**config.mk**
```make
export PLATFORM = sky130hd
export DESIGN_NAME = rgb_panel_timing_and_reset
export DESIGN_NICKNAME = d
export VERILOG_FILES = /design/src/rgb_panel_pkg.sv /design/src/rgb_panel_timing_and_reset.sv
export VERILOG_INCLUDE_DIRS = /design/src
export SDC_FILE = /design/constraint.sdc
export NUM_CORES = 1
export LEC_CHECK = 0
export ABC_CLOCK_PERIOD_IN_PS = 2700
export BUFFER_PORTS_ARGS = -buffer_cell sky130_fd_sc_hd__buf_2
export CAP_MARGIN = 20
export CORE_MARGIN = 2
export CORE_UTILIZATION = 45
export CTS_CLUSTER_DIAMETER = 30
export CTS_CLUSTER_SIZE = 30
export DETAILED_ROUTE_END_ITERATION = 8
export GPL_TIMING_DRIVEN = 0
export PLACE_DENSITY = 0.69
export SYNTH_ARGS = -nofsm -noshare
export SYNTH_HDL_FRONTEND = slang
export SYNTH_SLANG_ARGS = --single-unit
```
**constraint.sdc**
```tcl
create_clock -name clk_in -period 2.7 [get_ports clk_in]
set_clock_uncertainty 0.15 [all_clocks]
set_input_delay 0.27 -clock clk_in [delete_from_list [all_inputs] [get_ports clk_in]]
set_output_delay 0.27 -clock clk_in [all_outputs]
set_load 0.03 [all_outputs]
```
**src/rgb_panel_consts.svh**
```systemverilog
// Timing constants for the RGB panel input and reset block.
// Assumes a 250 MHz core clock; times are converted to cycles here.
// Contract
// - Reject under 5 us, reset over 9 us
// - Reload settings from store after reset release
// - Settle within 5 ms asleep, 120 ms awake
// - Blank display while resetting, then defaults
// - Filter short high spikes inside reset pulse
`ifndef RGB_PANEL_CONSTS_SVH
`define RGB_PANEL_CONSTS_SVH
`define CLK_PERIOD_NS 4
`define RESET_REJECT_US 5
`define RESET_ACCEPT_US 9
`define SPIKE_REJECT_US 5
`define SETTLE_SLEEP_MS 5
`define SETTLE_AWAKE_MS 120
`define RESET_REJECT_CYC ((`RESET_REJECT_US * 1000) / `CLK_PERIOD_NS)
`define RESET_ACCEPT_CYC ((`RESET_ACCEPT_US * 1000 + `CLK_PERIOD_NS - 1) / `CLK_PERIOD_NS)
`define SPIKE_REJECT_CYC ((`SPIKE_REJECT_US * 1000) / `CLK_PERIOD_NS)
`define SETTLE_SLEEP_CYC ((`SETTLE_SLEEP_MS * 1000000) / `CLK_PERIOD_NS)
`define SETTLE_AWAKE_CYC ((`SETTLE_AWAKE_MS * 1000000) / `CLK_PERIOD_NS)
`define LINE_ACTIVE_LEN 480
`define SETTINGS_WORDS 4
`endif

```
**src/rgb_panel_pkg.sv**
```systemverilog
// Types for the RGB panel input and reset block.
// Assumes the constants header is included by users.
package rgb_panel_pkg;
  typedef enum logic [1:0] {MODE_16, MODE_18, MODE_24} pixel_mode_t;
  typedef struct packed {
    logic hsync_n;
    logic vsync_n;
    logic data_en;
    logic [23:0] pixel_bus;
  } video_in_t;
  typedef struct packed {
    logic [23:0] rgb;
    logic valid;
    logic line_start;
    logic frame_start;
  } pixel_out_t;
endpackage

```
**src/rgb_panel_timing_and_reset.sv**
```systemverilog
// Device side RGB video capture and hardware reset qualifier.
// Assumes all pins are asynchronous to clk_in; pixel clock sampled as data.
`timescale 1ns/1ns
`include "rgb_panel_consts.svh"
module rgb_panel_timing_and_reset #(
  parameter int SETTLE_SLEEP_CYC = `SETTLE_SLEEP_CYC,
  parameter int SETTLE_AWAKE_CYC = `SETTLE_AWAKE_CYC,
  parameter int REJECT_CYC = `RESET_REJECT_CYC,
  parameter int ACCEPT_CYC = `RESET_ACCEPT_CYC,
  parameter int SPIKE_CYC = `SPIKE_REJECT_CYC
) (
  input wire logic clk_in,
  input wire logic rst_n_in,
  input wire logic reset_n_pin_in,
  input wire logic pixel_clock_in,
  input wire rgb_panel_pkg::video_in_t video_in,
  input wire rgb_panel_pkg::pixel_mode_t mode_in,
  input wire logic sleep_in,
  input wire logic [31:0] store_word_in,
  output logic [1:0] store_addr_out,
  output logic store_rd_out,
  output logic [31:0] settings_out [`SETTINGS_WORDS],
  output logic blank_out,
  output logic busy_out,
  output logic panel_reset_out,
  output rgb_panel_pkg::pixel_out_t pixel_out
);
  import rgb_panel_pkg::*;

  typedef enum logic [1:0] {ST_RUN, ST_LOW, ST_RESET, ST_SETTLE} rst_state_t;

  localparam int CW = 26;

  logic [1:0] rst_sync_reg;
  logic [2:0] pclk_sync_reg;
  video_in_t vid_s1_reg;
  video_in_t vid_s2_reg;
  rst_state_t state_reg;
  logic [CW-1:0] low_cnt_reg;
  logic [CW-1:0] high_cnt_reg;
  logic [CW-1:0] settle_cnt_reg;
  logic [CW-1:0] settle_lim_reg;
  logic [2:0] load_idx_reg;
  logic load_pend_reg;
  logic [1:0] load_slot_reg;
  logic hs_prev_reg;
  logic vs_prev_reg;
  logic [9:0] pix_cnt_reg;

  logic pin_low;
  logic pclk_rise;

  assign pin_low = !rst_sync_reg[1];
  assign pclk_rise = pclk_sync_reg[1] && !pclk_sync_reg[2];

  function automatic logic [23:0] pack_pixel(input pixel_mode_t m, input logic [23:0] d);
    logic [23:0] r;
    r = d;
    unique case (m)
      MODE_16: r = {d[15:11], d[15:13], d[10:5], d[10:9], d[4:0], d[4:2]};
      MODE_18: r = {d[17:12], d[17:16], d[11:6], d[11:10], d[5:0], d[5:4]};
      MODE_24: r = d;
      // Unused code passes the bus through unchanged
      default: r = d;
    endcase
    return r;
  endfunction

  // Two stages before any logic reads a pin
  always_ff @(posedge clk_in or negedge rst_n_in)
  begin
    if (!rst_n_in)
    begin
      rst_sync_reg <= 2'h3;
      pclk_sync_reg <= 3'h0;
      vid_s1_reg <= '0;
      vid_s2_reg <= '0;
    end
    else
    begin
      rst_sync_reg <= {rst_sync_reg[0], reset_n_pin_in};
      pclk_sync_reg <= {pclk_sync_reg[1:0], pixel_clock_in};
      vid_s1_reg <= video_in;
      vid_s2_reg <= vid_s1_reg;
    end
  end

  // Reset pulse qualifier and settle sequencer
  always_ff @(posedge clk_in or negedge rst_n_in)
  begin
    if (!rst_n_in)
    begin
      state_reg <= ST_SETTLE;
      low_cnt_reg <= '0;
      high_cnt_reg <= '0;
      settle_cnt_reg <= '0;
      settle_lim_reg <= CW'(SETTLE_SLEEP_CYC);
    end
    else
    begin
      unique case (state_reg)
        ST_RUN:
        begin
          low_cnt_reg <= '0;
          high_cnt_reg <= '0;
          if (pin_low)
            state_reg <= ST_LOW;
        end
        ST_LOW:
        begin
          if (pin_low)
          begin
            low_cnt_reg <= low_cnt_reg + 1'b1;
            if (low_cnt_reg >= CW'(ACCEPT_CYC))
              state_reg <= ST_RESET;
          end
          else if (low_cnt_reg < CW'(REJECT_CYC))
            state_reg <= ST_RUN;
          else
            state_reg <= ST_RESET;
        end
        ST_RESET:
        begin
          // Settle budget chosen by the power state on the last reset cycle
          settle_lim_reg <= sleep_in ? CW'(SETTLE_SLEEP_CYC) : CW'(SETTLE_AWAKE_CYC);
          settle_cnt_reg <= '0;
          if (pin_low)
            high_cnt_reg <= '0;
          else if (high_cnt_reg >= CW'(SPIKE_CYC))
            state_reg <= ST_SETTLE;
          else
            high_cnt_reg <= high_cnt_reg + 1'b1;
        end
        ST_SETTLE:
        begin
          if (pin_low)
          begin
            state_reg <= ST_LOW;
            low_cnt_reg <= '0;
          end
          else if (settle_cnt_reg >= settle_lim_reg - 1'b1)
            state_reg <= ST_RUN;
          else
            settle_cnt_reg <= settle_cnt_reg + 1'b1;
        end
      endcase
    end
  end

  // Settings reload; one word per cycle, far inside the settle budget
  always_ff @(posedge clk_in or negedge rst_n_in)
  begin
    if (!rst_n_in)
    begin
      load_idx_reg <= '0;
      load_pend_reg <= 1'b0;
      load_slot_reg <= '0;
      store_addr_out <= '0;
      store_rd_out <= 1'b0;
      for (int i = 0; i < `SETTINGS_WORDS; i++)
        settings_out[i] <= '0;
    end
    else
    begin
      load_pend_reg <= store_rd_out;
      load_slot_reg <= store_addr_out;
      if (load_pend_reg)
        settings_out[load_slot_reg] <= store_word_in;
      if (state_reg != ST_SETTLE)
      begin
        load_idx_reg <= '0;
        store_rd_out <= 1'b0;
      end
      else if (load_idx_reg < 3'(`SETTINGS_WORDS))
      begin
        store_rd_out <= 1'b1;
        store_addr_out <= load_idx_reg[1:0];
        load_idx_reg <= load_idx_reg + 1'b1;
      end
      else
        store_rd_out <= 1'b0;
    end
  end

  // Blanking and status; blank holds through reset and settle, but drops while a pin low during settle is qualified
  always_ff @(posedge clk_in or negedge rst_n_in)
  begin
    if (!rst_n_in)
    begin
      blank_out <= 1'b1;
      busy_out <= 1'b1;
      panel_reset_out <= 1'b1;
    end
    else
    begin
      blank_out <= (state_reg == ST_RESET) || (state_reg == ST_SETTLE);
      busy_out <= state_reg != ST_RUN;
      panel_reset_out <= state_reg == ST_RESET;
    end
  end

  // Pixel capture on sampled dot clock rising edges
  always_ff @(posedge clk_in or negedge rst_n_in)
  begin
    if (!rst_n_in)
    begin
      pixel_out <= '0;
      hs_prev_reg <= 1'b1;
      vs_prev_reg <= 1'b1;
      pix_cnt_reg <= '0;
    end
    else
    begin
      pixel_out.valid <= 1'b0;
      pixel_out.line_start <= 1'b0;
      pixel_out.frame_start <= 1'b0;
      if (pclk_rise && state_reg == ST_RUN)
      begin
        hs_prev_reg <= vid_s2_reg.hsync_n;
        vs_prev_reg <= vid_s2_reg.vsync_n;
        if (hs_prev_reg && !vid_s2_reg.hsync_n)
        begin
          pixel_out.line_start <= 1'b1;
          pix_cnt_reg <= '0;
        end
        if (vs_prev_reg && !vid_s2_reg.vsync_n)
          pixel_out.frame_start <= 1'b1;
        // Extra enabled pixels past the line length are dropped
        if (vid_s2_reg.data_en && pix_cnt_reg < 10'(`LINE_ACTIVE_LEN))
        begin
          pixel_out.valid <= 1'b1;
          pixel_out.rgb <= pack_pixel(mode_in, vid_s2_reg.pixel_bus);
          pix_cnt_reg <= pix_cnt_reg + 1'b1;
        end
      end
    end
  end
endmodule

```
==> flow_metrics.tcl, run 1 <==
set metrics [dict create \
    die_height_um 174.5 \
    grt_max_degree 122 \
    clockRootBuffer "clkbuf_16" \
    layout_commonest_cell "dfrtp_1" \
    firstDrtPassIters 6 \
    path_clk_slew_ps 50 \
    r2r_slack_ps 50 \
    finalHoldViolCount 0 \
    fin_cells 1885 \
    largest_reg_flops 128 \
    diodes 0 \
    clock-sinks 320 \
    met3_wirelength_mm 1.553 \
    vias_per_cell 5.192 \
    p_seq_frac 0.305 \
    drc 0 \
    critPathMaxFanout 7 \
    maxSlewHeadroom 0.4345 \
    vias 9786 \
    hold_path.class "reg -> reg" \
    min_period_ps 2647 \
    swShare 0.3579 \
    async_flop_share 1.000 \
    finalWeightedCongestion 0.8166 \
    maxSlewViolCount 0 \
    synth.avg_cell_area_um2 12.34 \
    yosysUniqueCellTypes 65 \
    cap_violations 0 \
    die_w_um 174.5 \
    synth-edff-count 0 \
    io_buffers 224 \
    synthCells 1061 \
    clkLatencyLatePin_ps 570 \
    overflow 0 \
    fmax_mhz 377.7 \
    final_cell_mix "309 x dfrtp_1, 227 x buf_2, 133 x mux2_2" \
    worstReg2RegEnd "settle_cnt_reg[7]" \
    grt_pass1_wl_mm 51.52 \
    top_level_ports 227 \
    criticalPathCategory "reg -> reg" \
    status "finished clean" \
    wl_per_cell_um 17.03 \
    dp_slack_ps -467.3 \
    wl_met2_mm 16.07 \
    crit_start "settle_lim_reg[23]" \
    post-dp-hpwl_mm 20.31 \
    layout-drive-gt1-share 0.3684 \
    crit_path_end_kind "flip-flop" \
    setup_violations 0 \
    cp.required_ps 3030 \
    fin_ws_ps 52.57 \
    rows 62 \
    top_register "settings_out" \
    power_frac_clock 0.397 \
    period_share 0.9805 \
    synth_ff_type "dfrtp_1" \
    ys_warn_count 0 \
    clockBufferDepth 3 \
    core_um2 28700 \
    crit_path_start_kind "flip-flop" \
    place_inst 1671 \
    p_per_area_nw_per_um2 1251 \
    wl_met1_mm 13.55 \
    reg2reg_depth 10 \
    antenna_found_initial 0 \
    areaGrowthSynthToFinish_pct 39.82 \
    arrival_ps 2980 \
    nets 1526 \
    die_area_um2 30460 \
    power.share.combinational 0.299 \
    ys_ff_latch 320 \
    min-delay-start "vid_s1_reg[8]" \
    yosysSeqAreaShare 0.6128 \
    dr.max_layer_used "met4" \
    start_util 0.4560 \
    syn_area_um2 13090 \
    min_to "vid_s2_reg[8]" \
    cts_made_buffers 74 \
    htreeDepth 3 \
    p_leak_nw 8.425 \
    grt_pass1_vias 10080 \
    track_usage 0.2100 \
    rsz0062_at_grt "yes" \
    ir_drop_mv 0.5332 \
    reg2reg_from "settle_lim_reg[23]" \
    final_antenna_net_count 0 \
    max_slew.worst_pin.slew_ps 848.2 \
    p_switching_w 0.008193 \
    cts_tree "built" \
    p_int_w 0.01470 \
    initialDrtViolationCount 630 \
    worstHoldPathCells 0 \
    synth_nets 1147 \
    drt_wl_total_mm 32.10 \
]
## timing repair
item                                    in CTS  in global routing
buffers inserted                             2                 12
resized for setup                           14                 24
hold buffers                                64                  0
endpoints found under the hold margin      257                  0
endpoints found under the setup margin      30                 26
pin swaps                                    5                 11
## power by group through the flow
stage	Sequential, W	Combinational, W	Clock, W
floorplan	0.00930	0.00208	0
detailed placement	0.00697	0.00663	0
CTS	0.00696	0.00675	0.00923
global route	0.00714	0.00723	0.00954
finish	0.00698	0.00684	0.00908
global placement	0.00691	0.00652	0
## worst max-delay path: stages (launching register included)
cell,delay [ps]
dfrtp_1,360
inv_4,70
buf_4,140
ha_1,290
nand4_1,220
a21oi_2,90
o31ai_2,310
nand3_2,200
buf_4,170
or4_1,510
nand3_1,90
## Yosys cell counts (10+ instances only)
master,instances,area (um^2)
a21oi_1,49,245.2
nor2_1,74,277.8
ha_1,20,250.2
nand4_1,20,125.1
and3_1,14,87.58
clkbuf_1,38,142.6
nor3_1,15,75.07
nor4_1,15,93.84
mux2_2,133,1498
inv_1,19,71.32
nand2_1,73,274.0
dfrtp_1,310,7757
xor2_1,19,166.4
xnor2_1,20,175.2
dfstp_2,10,262.8
nand3_1,34,170.2
mux2i_1,14,140.1
nor2b_1,28,175.2
o21ai_0,39,195.2
## metrics by stage
step	power, W	area (um^2)	utilization	TNS (ps)	hold WS [ps]
2_1_floorplan	0.01138	13090	-	0	-175.6
3_5_place_dp	0.01361	14750	0.5140	-6871	184.7
5_1_grt	0.02391	18300	0.6375	-410.9	167.1
6_report	0.02289	18300	0.6375	0	183.2
3_3_place_gp	0.01342	14690	0.5118	-1507920	184.8
4_1_cts	0.02294	18090	0.6304	0	164.3
## how the worst max path moves through the flow
stage	cells after the start	slack [ps]	to
after floorplan	8	50	settle_cnt_reg[20]
after global placement	1	-4790	settings_out[12]
after detailed placement	9	-470	settle_cnt_reg[20]
after CTS	9	1	settle_cnt_reg[20]
after global routing	10	-70	settle_cnt_reg[5]
final	10	50	settle_cnt_reg[7]
## cells by family after synthesis
kind of cell | Yosys count | share of synthesized area
buf+inv | 68 | 0.02094
mux | 147 | 0.1251
fa+ha+maj | 20 | 0.01912
xor+xnor | 39 | 0.02610
flops | 320 | 0.6128
compound gates | 142 | 0.06721
simple gates | 325 | 0.1287
## metal layers
metal,track usage,vias up
met5,0,-
met4,0.08854,0
met3,0.04703,68
met2,0.3497,261
met1,0.2653,4903
li1,-,4554
## cell type report
type	instances	area, um^2
tap	384	480.5
clock inverter	46	585.6
buffer	48	212.7
inverter	19	76.32
clock buffer	91	2038
fill	2151	10400
timing repair buffer	304	1944
sequential	320	8021
multi-input combinational	673	4940
Note: power is estimated with default switching activity, not from simulation.
==> inputs of run 2 (changes only) <==
--- a/config.mk
+++ b/config.mk
@@ -9,13 +9,15 @@
 export ABC_CLOCK_PERIOD_IN_PS = 2700
 export BUFFER_PORTS_ARGS = -buffer_cell sky130_fd_sc_hd__buf_2
 export CAP_MARGIN = 20
+export CELL_PAD_IN_SITES_DETAIL_PLACEMENT = 1
+export CELL_PAD_IN_SITES_GLOBAL_PLACEMENT = 2
 export CORE_MARGIN = 2
-export CORE_UTILIZATION = 45
+export CORE_UTILIZATION = 34
 export CTS_CLUSTER_DIAMETER = 30
 export CTS_CLUSTER_SIZE = 30
 export DETAILED_ROUTE_END_ITERATION = 8
 export GPL_TIMING_DRIVEN = 0
-export PLACE_DENSITY = 0.69
+export PLACE_DENSITY_LB_ADDON = 0.1
 export SYNTH_ARGS = -nofsm -noshare
 export SYNTH_HDL_FRONTEND = slang
 export SYNTH_SLANG_ARGS = --single-unit
==> flow_metrics.tcl, run 2 (synthesis results as in run 1) <==
set metrics [dict create \
    die_w_um 200.2 \
    vias_per_cell 4.828 \
    layout_commonest_cell "dfrtp_1" \
    clkLatencyLatePin_ps 580 \
    cp.required_ps 3040 \
    top_register "settings_out" \
    dpl_cell_area_um2 14940 \
    status "finished, violations left" \
    p_per_area_nw_per_um2 1296 \
    clockBufferDepth 3 \
    finalWeightedCongestion 0.7546 \
    period_share 1.058 \
    max_slew.worst_pin.slew_ps 789.0 \
    crit_path_end_kind "flip-flop" \
    cts_tree "built" \
    grt_pass1_wl_mm 61.55 \
    layout-drive-gt1-share 0.3891 \
    clock-sinks 320 \
    post-dp-hpwl_mm 24.41 \
    io_buffers 224 \
    initialDrtViolationCount 375 \
    path_clk_slew_ps 40 \
    p_leak_nw 8.770 \
    rows 71 \
    antenna_found_initial 0 \
    rsz0062_at_grt "yes" \
    firstDrtPassIters 4 \
    maxSlewHeadroom 0.4721 \
    cap_violations 0 \
    diodes 0 \
    fin_area_um2 19280 \
    areaGrowthSynthToFinish_pct 47.34 \
    grt_pass1_vias 10940 \
    largest_reg_flops 128 \
    maxSlewViolCount 0 \
    ir_drop_mv 0.5715 \
    htreeDepth 3 \
    worstReg2RegEnd "settle_cnt_reg[20]" \
    critPathMaxFanout 5 \
    crit_path_start_kind "flip-flop" \
    track_usage 0.1923 \
    arrival_ps 3200 \
    clockRootBuffer "clkbuf_16" \
    finalHoldViolCount 0 \
    dp_slack_ps -625.5 \
    core_um2 37760 \
    cts_made_buffers 86 \
    criticalPathCategory "reg -> reg" \
    top_level_ports 227 \
    violations "negative setup slack" \
    r2r_slack_ps -160 \
    vias 9849 \
    reg2reg_depth 8 \
    min_period_ps 2857 \
    start_util 0.3466 \
    overflow 0 \
    grt_max_degree 113 \
    final_antenna_net_count 0 \
    total_power_w 0.02500 \
    fin_setup_tns_ps -1422 \
    die_area_um2 40080 \
    hold_path.class "in -> reg" \
    fin_ws_ps -156.9 \
    worstHoldPathCells 3 \
    wl_per_cell_um 18.45 \
    final_cell_mix "310 x dfrtp_1, 227 x buf_2, 133 x mux2_2" \
    nets 1545 \
    fmax_mhz 350.0 \
    setup_violations 19 \
    nFillCells 3923 \
    min-delay-start "mode_in[1]" \
    min_to "pixel_out[11]" \
    drc 0 \
    reg2reg_from "settle_lim_reg[23]" \
    drt_wl_total_mm 37.63 \
    die_height_um 200.2 \
]
run 2: cell count changes in the layout (fill, tap and decap cells not counted), moves of 3 or more:
cell	delta
clkbuf_16	+14
bufinv_16	+8
clkinvlp_4	+7
buf_6	+6
clkbuf_8	+6
nor4_1	-5
nor4_4	+4
clkbuf_1	-3
ha_1	-3
ha_4	+3
inv_6	-3
nor3_4	+3
run 2: critical path, cell delays in order (launching register included):
cell and delay, ps:
dfrtp_1 360, clkinvlp_4 220, ha_4 280, a21o_1 180
a2111o_1 420, a21o_4 220, nor4_4 300, or4b_4 510
a21oi_2 130
run 2: repair_timing:
item,4_1_cts,5_1_grt
endpoints found under the setup margin,48,36
hold buffers,64,0
gates cloned,1,0
pin swaps,27,10
endpoints found under the hold margin,381,0
setup buffers,16,2
gates resized for setup,44,23
run 2: worst max-delay path by stage:
stage	from	to
after floorplan	settle_lim_reg[20]	settle_cnt_reg[20]
after global placement	rst_n_in	settle_cnt_reg[23]
after detailed placement	settle_lim_reg[23]	settle_cnt_reg[20]
after CTS	settle_lim_reg[23]	settle_cnt_reg[20]
after global routing	settle_lim_reg[23]	settle_cnt_reg[14]
final	settle_lim_reg[23]	settle_cnt_reg[20]
run 2: routing by layer:
metal	up-vias	GRT usage	wire, um
li1	4602	-	-
met1	4961	0.2465	16820
met2	227	0.3167	18100
met3	59	0.04182	1782
met4	0	0.07756	927
met5	-	0	0
run 2: cell type report:
type	count	area, um^2	area share
clock buffer	106	2432	0.1261
sequential	320	8020	0.4159
multi-input combinational	673	5105	0.2647
buffer	49	226.5	0.01174
clock inverter	52	747.0	0.03874
inverter	19	75.07	0.003893
timing repair buffer	310	2038	0.1057
tap	511	639.4	0.03316
run 2: metrics by stage:
step | hold WS, ps | util | cells
floorplan | -175.6 | - | 1061
global placement | 182.5 | 0.3933 | 1796
detailed placement | -55.83 | 0.3957 | 1799
CTS | 80.05 | 0.5064 | 2038
global route | 124.8 | 0.5108 | 2040
finish | 101.3 | 0.5108 | 2040
run 2: where the power goes:
| part | internal, W | total (W) | switching [W] |
|---|---|---|---|
| registers | 0.00622 | 0.00693 | 0.000709 |
| logic | 0.00235 | 0.00711 | 0.00477 |
| clock network | 0.00788 | 0.0110 | 0.00308 |
